File: config.mk
export PLATFORM = sky130hd
export DESIGN_NAME = dcpu_preload
export DESIGN_NICKNAME = d
export VERILOG_FILES = /design/src/hw/dcpu_pkg.sv /design/src/hw/dcpu_preload.sv
export SDC_FILE = /design/constraint.sdc
export NUM_CORES = 1
export LEC_CHECK = 0
export ABC_AREA = 1
export BUFFER_PORTS_ARGS = -buffer_cell sky130_fd_sc_hd__buf_2
export CORE_AREA = 5 5 171 91
export CTS_BUF_LIST = sky130_fd_sc_hd__clkbuf_4
export DETAILED_ROUTE_END_ITERATION = 6
export DIE_AREA = 0 0 176 96
export PLACE_DENSITY = 0.86
export REMOVE_ABC_BUFFERS = 1
export SLEW_MARGIN = 10
export SYNTH_ARGS = -nofsm -noshare
export SYNTH_HDL_FRONTEND = slang
export SYNTH_SLANG_ARGS = --single-unit
File: constraint.sdc
create_clock -name core_clk -period 4.25 [get_ports core_clk]
set_clock_uncertainty 0.05 [all_clocks]
set_input_delay 1.275 -clock core_clk [delete_from_list [all_inputs] [get_ports core_clk]]
set_output_delay 1.275 -clock core_clk [all_outputs]
set_load 0.01 [all_outputs]
File: src/hw/dcpu_pkg.sv
package dcpu_pkg;

  ////////////////////////////////////////////////////////////////////////////
  // widths
  localparam int unsigned DCPU_AW = 32;
  localparam int unsigned DCPU_OPW = 8;
  localparam int unsigned DCPU_MODW = 7;
  localparam int unsigned DCPU_CNTW = 2;

  ////////////////////////////////////////////////////////////////////////////
  // opcodes of the preload forms, decimal 209 to 212
  localparam logic [DCPU_OPW-1:0] DCPU_OP_DISP = 8'hD1;
  localparam logic [DCPU_OPW-1:0] DCPU_OP_REG = 8'hD2;
  localparam logic [DCPU_OPW-1:0] DCPU_OP_HALF = 8'hD3;
  localparam logic [DCPU_OPW-1:0] DCPU_OP_WORD = 8'hD4;

  ////////////////////////////////////////////////////////////////////////////
  // address forming
  localparam logic [DCPU_AW-1:0] DCPU_BLOCK_BYTES = 32'h00000040;
  localparam logic [DCPU_AW-1:0] DCPU_ONE = 32'h00000001;
  localparam logic [4:0] DCPU_HALF_SHIFT = 5'h01;
  localparam logic [4:0] DCPU_WORD_SHIFT = 5'h02;
  localparam logic [4:0] DCPU_DISP_SHIFT = 5'h02;
  localparam int unsigned DCPU_GUARD_BIT = 0;

  ////////////////////////////////////////////////////////////////////////////
  // outstanding block fetches
  localparam logic [DCPU_CNTW-1:0] DCPU_MAX_OUTST = 2'h2;
  localparam logic [DCPU_CNTW-1:0] DCPU_CNT_STEP = 2'h1;
  localparam logic [DCPU_CNTW-1:0] DCPU_CNT_ZERO = 2'h0;

  ////////////////////////////////////////////////////////////////////////////
  // carriers
  typedef struct packed {
    logic valid;
    logic [DCPU_OPW-1:0] opcode;
    logic [DCPU_AW-1:0] base_operand;
    logic [DCPU_AW-1:0] index_operand;
    logic [DCPU_MODW-1:0] modifier;
    logic guard_present;
    logic [DCPU_AW-1:0] guard_value;
  } dcpu_issue_t;

  typedef struct packed {
    logic valid;
    logic [DCPU_AW-1:0] addr;
  } dcpu_req_t;

  typedef struct packed {
    dcpu_req_t lookup;
    dcpu_req_t fetch;
    logic [DCPU_CNTW-1:0] outst;
    logic drop_hit;
    logic drop_busy;
  } dcpu_state_t;

  localparam dcpu_state_t DCPU_STATE_RST = '0;

endpackage

File: src/hw/dcpu_preload.sv
`timescale 1ns/1ps

module dcpu_preload
  import dcpu_pkg::*;
#(
  parameter logic [DCPU_AW-1:0] BLOCK_BYTES = DCPU_BLOCK_BYTES
) (
  input wire logic core_clk,
  input wire logic arst_n,
  input wire dcpu_issue_t issue,
  input wire logic lookup_hit,
  input wire logic demand_miss_start,
  input wire logic fill_done,
  output dcpu_req_t lookup,
  output dcpu_req_t fetch,
  output logic [DCPU_CNTW-1:0] outst_count,
  output logic drop_hit,
  output logic drop_busy
);

  ////////////////////////////////////////////////////////////////////////////
  // decode and address functions

  function automatic logic is_preload(input logic [DCPU_OPW-1:0] op);
    return (op == DCPU_OP_HALF) || (op == DCPU_OP_WORD) ||
           (op == DCPU_OP_DISP) || (op == DCPU_OP_REG);
  endfunction

  function automatic logic guard_ok(input dcpu_issue_t i);
    return !i.guard_present || i.guard_value[DCPU_GUARD_BIT];
  endfunction

  // signed modifier in steps of four
  function automatic logic [DCPU_AW-1:0] disp_of(
    input logic [DCPU_MODW-1:0] m
  );
    logic signed [DCPU_AW-1:0] s;
    s = DCPU_AW'(signed'(m));
    return s <<< DCPU_DISP_SHIFT;
  endfunction

  function automatic logic [DCPU_AW-1:0] align(input logic [DCPU_AW-1:0] a);
    return a & ~(BLOCK_BYTES - DCPU_ONE);
  endfunction

  function automatic logic [DCPU_AW-1:0] eff_addr(input dcpu_issue_t i);
    logic [DCPU_AW-1:0] sum;
    unique case (i.opcode)
      DCPU_OP_HALF: begin
        sum = i.base_operand + (i.index_operand << DCPU_HALF_SHIFT);
      end
      DCPU_OP_WORD: begin
        sum = i.base_operand + (i.index_operand << DCPU_WORD_SHIFT);
      end
      DCPU_OP_DISP: begin
        sum = i.base_operand + disp_of(i.modifier);
      end
      default: begin
        sum = i.base_operand + i.index_operand;
      end
    endcase
    return align(sum);
  endfunction

  ////////////////////////////////////////////////////////////////////////////
  // state

  dcpu_state_t state_q;
  dcpu_state_t state_d;
  logic [DCPU_CNTW-1:0] cnt_base;
  logic busy;
  logic take;

  always_comb begin
    state_d = state_q;
    state_d.drop_hit = 1'b0;
    state_d.drop_busy = 1'b0;
    state_d.fetch.valid = 1'b0;

    // stage 0: accept a guarded preload, look its block up
    take = issue.valid && is_preload(issue.opcode) && guard_ok(issue);
    state_d.lookup.valid = take;
    if (take) begin
      state_d.lookup.addr = eff_addr(issue);
    end

    cnt_base = state_q.outst;
    if (fill_done && cnt_base != DCPU_CNT_ZERO) begin
      cnt_base = cnt_base - DCPU_CNT_STEP;
    end
    if (demand_miss_start && cnt_base != DCPU_MAX_OUTST) begin
      cnt_base = cnt_base + DCPU_CNT_STEP;
    end
    // demand misses in this same cycle win the slot over a preload
    busy = (cnt_base == DCPU_MAX_OUTST);

    // stage 1: decide on the lookup answer
    if (state_q.lookup.valid) begin
      if (lookup_hit) begin
        state_d.drop_hit = 1'b1;
      end else if (busy) begin
        // dropped, never stalls the issue side
        state_d.drop_busy = 1'b1;
      end else begin
        // fire and forget, nobody waits on the fill
        state_d.fetch.valid = 1'b1;
        state_d.fetch.addr = state_q.lookup.addr;
        cnt_base = cnt_base + DCPU_CNT_STEP;
      end
    end
    state_d.outst = cnt_base;
  end

  always_ff @(posedge core_clk or negedge arst_n) begin
    if (!arst_n) begin
      state_q <= DCPU_STATE_RST;
    end else begin
      state_q <= state_d;
    end
  end

  ////////////////////////////////////////////////////////////////////////////
  // outputs

  assign lookup = state_q.lookup;
  assign fetch = state_q.fetch;
  assign outst_count = state_q.outst;
  assign drop_hit = state_q.drop_hit;
  assign drop_busy = state_q.drop_busy;
endmodule

==> metrics.cfg, run 1 <==
[synth]
async_flop_share = 1.00
synth_xor_area_frac = 0.0167
synth_cell_types = 43
synthMuxAreaShare = 0
ys_ff_latch = 58
synth_edf_count = 0
yosysSeqAreaShare = 0.173
synthSimpleGateAreaFrac = 0.341
synth_top_family_by_area = simple AND/OR/NAND/NOR gates
syn-cell-area_mm2 = 0.00838
yosys_warnings = 0
synth_fa_ha_area_frac = 0.143
synth_cells = 1403
synthFlopType = dfrtp_1
synth-compound-area-share = 0.227
avgSynthCellArea_um2 = 5.97

[power]
static-leakage-power_nw = 5.39
p_per_area_mw_per_mm2 = 259
comb_power_share = 0.538
switching_power_mw = 1.17
p_clk_frac = 0.186
total_power_mw = 2.57
peakVddDrop_uv = 196
p_int_mw = 1.40
sw_frac_of_total = 0.456
p_seq_frac = 0.276

[min_path]
hold_depth = 2
hold_end = fetch[22]
min_from = fetch[22]
hp-class = reg -> reg

[cells_and_area]
final_common_cell = nand2_1
most-common-layout-cells = 374 x nand2_1, 169 x nor2_1, 165 x inv_1, 144 x buf_2, 141 x a21oi_1
syn_to_final_growth_pct = 18.3
finalNetCount = 1824
drive_gt1_frac = 0.160

[sta]
slew_viol_final = 0
rsz0062_at_grt = no
fmax_mhz = 245
setup_viol = 0
tns_ns = 0
setup_slack_ns = 0.177
finalCritPeriodShare = 0.958
worst_slew_pin_slew_ns = 0.809
hold_viol = 0
min_period_ns = 4.07
hold-worst-slack_ns = 0.431
max_slew_margin = 0.461

[die]
die_h_um = 96
io_pins = 188
rows = 31
fp.dieArea_mm2 = 0.0169
initial_utilization = 0.600
core_region_area_mm2 = 0.0140
die_w_um = 176

[grt]
grt_antenna_before_repair = 2
grt_overflow_total = 0
grt_max_degree = 40
grt_pass1_wl_mm = 49.7
grt_usage = 0.378
grt_pass1_vias = 9679

[routing]
first_pass_iters = 7
wl_per_cell_um = 18.2
drt_wl_total_mm = 32.8
routed_via_density = 6.00
drcViolationCount = 2
drtIter0Drc = 1228
antenna_left = 0
vias = 10790

[critical_path]
path_max_fanout = 13
crit_type = in -> reg
worstReg2RegEnd = fetch[16]
reg2reg_from = outst_count[0]
end_kind = register
ff2ff_path_depth = 14
required_ns = 4.53
start_kind = input pin
r2r_setup_slack_ns = 1.33
arrival_ns = 4.36

[job]
maxCapViolCount = 0

[placement]
io_buffers = 144
pre_cts_slack_ns = -0.0702
gp_congestion = 1.11
hpwl_mm = 27.3

[run_status]
violations = DRC
outcome = complete, but fails checks

[clock_network]
cts_setup_buffers = 0
cts-root-buf = clkbuf_4
cts_max_level = 3
clkTransAtPathRegs_ns = 0.11
clock-sinks = 58
clockBufferDepth = 2
cts_tree = yes
cts_buffers = 9
insertion_delay_ns = 0.43

per-stage QoR:
stage	utilization	cell area [um2]	std cells
2_1_floorplan	-	8230	1381
3_3_place_gp	0.698	9750	1780
3_5_place_dp	0.698	9750	1780
4_1_cts	0.710	9910	1796
5_1_grt	0.710	9910	1797
6_report	0.710	9920	1798
area by class of cell:
| class | instances | area, um2 |
|---|---|---|
| timing repair buffer | 218 | 1290 |
| clock inverter | 6 | 90.1 |
| antenna | 2 | 5.00 |
| multi-input combinational | 1154 | 6140 |
| tap | 181 | 226 |
| clock buffer | 10 | 75.1 |
| sequential | 58 | 1450 |
| fill | 1227 | 4050 |
| inverter | 169 | 634 |
per-layer routing:
layer,part of all wire,track usage,up-vias
li1,-,-,5077
met1,0.42,0.536,4851
met2,0.38,0.531,765
met3,0.18,0.151,95
met4,0.025,0.0960,2
met5,0.00055,0,-
state kept, by name, summed over array words and instances, names as in the netlist:
signal	flops
drop_hit	1
fetch	27
drop_busy	1
outst_count	2
lookup	27
cell families after synthesis:
| kind of cell | Yosys count |
|---|---|
| other | 1 |
| AND/OR/NAND/NOR | 689 |
| buffers and inverters | 202 |
| AO/OA/AOI/OAI | 341 |
| adder cells (fa/ha/maj) | 96 |
| flip-flops | 58 |
| XOR/XNOR | 16 |
power groups by stage:
| stage | clock [mW] | combinational (mW) | sequential [mW] |
|---|---|---|---|
| after floorplan | 0 | 0.762 | 0.748 |
| after global routing | 0.510 | 1.52 | 0.717 |
| after detailed placement | 0 | 1.31 | 0.716 |
| after CTS | 0.480 | 1.33 | 0.706 |
| final | 0.477 | 1.38 | 0.708 |
| after global placement | 0 | 1.27 | 0.709 |
critical path: stages:
cell     delay [ns]
buf_2          0.09
inv_1          0.07
nand2_2        0.06
nor2_1         0.25
nand2_2        0.14
nor2_1         0.17
inv_1          0.17
buf_4          0.20
o21ai_0        0.07
inv_1          0.06
ha_1           0.33
a21oi_1        0.28
o21a_1         0.20
o21ai_0        0.18
a31oi_1        0.26
nand3_1        0.12
nand3_1        0.19
nand3_1        0.11
nand2_1        0.08
inv_1          0.04
synth_stat cells (9+ instances only):
| library cell | count | area [um2] |
|---|---|---|
| ha_1 | 96 | 1200 |
| o21bai_1 | 9 | 67.6 |
| o21ai_0 | 128 | 641 |
| clkbuf_1 | 13 | 48.8 |
| nand3_1 | 77 | 385 |
| nor2_1 | 169 | 634 |
| a21o_1 | 12 | 90.1 |
| nor3_1 | 21 | 105 |
| or2_2 | 11 | 68.8 |
| buf_4 | 13 | 97.6 |
| a21boi_0 | 19 | 143 |
| nand4_1 | 16 | 100 |
| inv_1 | 165 | 619 |
| xor2_1 | 13 | 114 |
| nand2_1 | 374 | 1400 |
| a21oi_1 | 141 | 706 |
| dfrtp_1 | 58 | 1450 |
worst max path at each step:
stage / start / cells after the start / endpoint
global route: issue[106] / 22 / lookup[29]
floorplan: issue[106] / 20 / lookup[19]
global placement: issue[106] / 22 / lookup[19]
CTS: issue[106] / 20 / lookup[26]
detailed placement: issue[106] / 22 / lookup[19]
finish: issue[106] / 20 / lookup[30]
repair_timing:
action	4_1_cts	5_1_grt
endpoints found under the setup margin	0	1
gates resized for setup	0	1
hold buffers	0	0
No activity file was read; power rests on OpenSTA's default activity.
==> inputs of run 2 (changes only) <==
--- a/config.mk
+++ b/config.mk
@@ -7,11 +7,13 @@
 export LEC_CHECK = 0
 export ABC_AREA = 1
 export BUFFER_PORTS_ARGS = -buffer_cell sky130_fd_sc_hd__buf_2
-export CORE_AREA = 5 5 171 91
+export CELL_PAD_IN_SITES_DETAIL_PLACEMENT = 0
+export CELL_PAD_IN_SITES_GLOBAL_PLACEMENT = 1
+export CORE_AREA = 5 5 206 108
 export CTS_BUF_LIST = sky130_fd_sc_hd__clkbuf_4
 export DETAILED_ROUTE_END_ITERATION = 6
-export DIE_AREA = 0 0 176 96
-export PLACE_DENSITY = 0.86
+export DIE_AREA = 0 0 211 113
+export PLACE_DENSITY = 0.87
 export REMOVE_ABC_BUFFERS = 1
 export SLEW_MARGIN = 10
 export SYNTH_ARGS = -nofsm -noshare
==> metrics.cfg, run 2 (synthesized netlist as in run 1, its figures left out) <==
[critical_path]
cp_cell_sequence = buf_2, inv_1, nand2_2, nor2_1, nand2_2, nor2_1, inv_1, o21ai_0, inv_1, ha_1, a21oi_1, o21ai_0, a21oi_1, nor2_1, a211oi_1, nand2_1, nand2_1, nand3_1, nand3_1, nand2_1, nand2_1
path_buf_inv = 4  ; -2
crit_slowest_cell = ha_1
end_kind = register
path_max_fanout = 13  ; unchanged
required_ns = 4.56  ; +0.03 ns
arrival_ns = 4.21  ; -0.15 ns
crit_type = in -> reg
crit_top_cell = nand2_1
cpPeakStageDelay_ns = 0.32  ; about the same
start_kind = input pin
cp_top_family = simple AND/OR/NAND/NOR gates

[sta]
rsz0062_at_grt = no
hold_viol = 0  ; unchanged
max_slew_margin = 0.465  ; +0.00408
min_period_ns = 3.89  ; -0.182 ns
fmax_mhz = 257  ; +4.7%
worst_slew_pin_slew_ns = 0.803  ; -0.00612 ns
tns_ns = 0  ; unchanged
setup_viol = 0  ; unchanged
finalCritPeriodShare = 0.916  ; -0.0428
slew_viol_final = 0  ; unchanged

[die]
die_h_um = 113  ; +18%
initial_utilization = 0.415  ; -0.185
die_w_um = 211  ; +20%
rows = 37  ; +19%
io_pins = 188  ; unchanged
core_region_area_mm2 = 0.0202  ; +45%
fp.dieArea_mm2 = 0.0238  ; +41%

[power]
static-leakage-power_nw = 5.16  ; -4.2%
p_seq_frac = 0.289  ; +0.013
comb_power_share = 0.526  ; -0.012
p_clk_frac = 0.185  ; about the same
p_int_mw = 1.33  ; -4.7%
peakVddDrop_uv = 140  ; -28%
sw_frac_of_total = 0.458  ; +0.00202
switching_power_mw = 1.13  ; -3.9%
p_per_area_mw_per_mm2 = 255  ; -1.7%

[clock_network]
cts_setup_buffers = 0  ; unchanged
clkTransAtPathRegs_ns = 0.10  ; about the same
clockBufferDepth = 2  ; unchanged
post_cts_resized = 0  ; unchanged
cts_tree = yes
cts_hold_buffers = 0  ; unchanged
cts_max_level = 3  ; unchanged
cts_buffers = 9  ; unchanged
cts-root-buf = clkbuf_4
insertion_delay_ns = 0.44  ; about the same
clock-sinks = 58  ; unchanged

[cells_and_area]
diodes = 0  ; -2
final_common_cell = nand2_1
drive_gt1_frac = 0.133  ; -0.0269
finalInstanceArea_mm2 = 0.00965  ; -2.7%
finalNetCount = 1776  ; -2.6%
syn_to_final_growth_pct = 15.1
most-common-layout-cells = 374 x nand2_1, 169 x nor2_1, 165 x inv_1, 144 x buf_2, 141 x a21oi_1

[routing]
drt_wl_total_mm = 33.7  ; +2.6%
antenna_left = 0  ; unchanged
routed_via_density = 5.41  ; -9.8%
met2_wirelength_mm = 11.9  ; -3.6%
highest_layer = met4
vias = 9949  ; -7.8%
met3_length_mm = 4.25  ; -27%
first_pass_iters = 6  ; -1
wl_per_cell_um = 18.3  ; +0.36%
drtIter0Drc = 1120  ; -8.8%
drcViolationCount = 0  ; -2
wl_met1_mm = 17.1  ; +24%

[job]
maxCapViolCount = 0  ; unchanged

[grt]
grt_pass1_wl_mm = 50.3  ; +1.1%
grt_antenna_before_repair = 0  ; -2
grt_max_degree = 36  ; -10%
grt_overflow_total = 0  ; unchanged
grt_usage = 0.273  ; -0.105
grt_pass1_vias = 8727  ; -9.8%

[placement]
dpl_cell_area_mm2 = 0.00950  ; -2.5%
gp_congestion = 0.985  ; -11%
io_buffers = 144  ; unchanged
hpwl_mm = 29.1  ; +6.6%

[run_status]
outcome = finished clean

[min_path]
hp-class = reg -> reg

-- run 2: worst paths after layout --
path                           startpoint    endpoint  slack (ns)  depth (start not counted)
max                            issue[106]  lookup[28]        0.36                         21
min                             fetch[24]   fetch[24]        0.43                          2
max reg2reg                outst_count[0]   fetch[30]        1.41                         14
min reg2reg                     fetch[24]   fetch[24]        0.43                          2
max in group asynchronous          arst_n   fetch[31]        2.44                          2
min in group asynchronous          arst_n    fetch[9]        0.86                          1
-- run 2: routing by layer --
layer	up-vias	track usage
li1	4983	-
met1	4503	0.452
met2	436	0.339
met3	27	0.0787
met4	0	0.0457
met5	-	0
-- run 2: final cells by class --
cell class	instances	area, um2
fill	2222	10500
multi-input combinational	1154	6140
sequential	58	1450
timing repair buffer	170	928
inverter	169	634
tap	273	342
clock inverter	6	82.6
clock buffer	9	67.6
-- run 2: worst register-to-register path, stage by stage (launching register included) --
cell and delay [ns]:
dfrtp_1 0.42, inv_1 0.06, ha_1 0.19, inv_1 0.05, nand2_1 0.08, nand2_1 0.06, o21ai_0 0.13, ha_1 0.22
nor2_1 0.17, inv_1 0.08, o21ai_0 0.31, ha_1 0.24, nor2_1 0.07, inv_2 0.41, o21ai_0 0.16
-- run 2: power groups by stage --
stage	Combinational [mW]	Sequential [mW]	Clock, mW
after floorplan	0.762	0.748	0
after global placement	1.24	0.717	0
after detailed placement	1.26	0.719	0
after CTS	1.27	0.709	0.461
after global routing	1.45	0.723	0.487
final	1.29	0.710	0.455
-- run 2: metrics by stage --
step | utilization | cells | setup WS [ns] | total power, mW | hold WS (ns)
2_1_floorplan | - | 1381 | 0.463 | 1.51 | 0.459
6_report | 0.478 | 1839 | 0.359 | 2.46 | 0.426
3_3_place_gp | 0.471 | 1824 | 0.0485 | 1.96 | 0.399
4_1_cts | 0.478 | 1839 | 0.440 | 2.44 | 0.430
5_1_grt | 0.478 | 1839 | 0.146 | 2.66 | 0.462
3_5_place_dp | 0.471 | 1824 | 0.0146 | 1.98 | 0.407
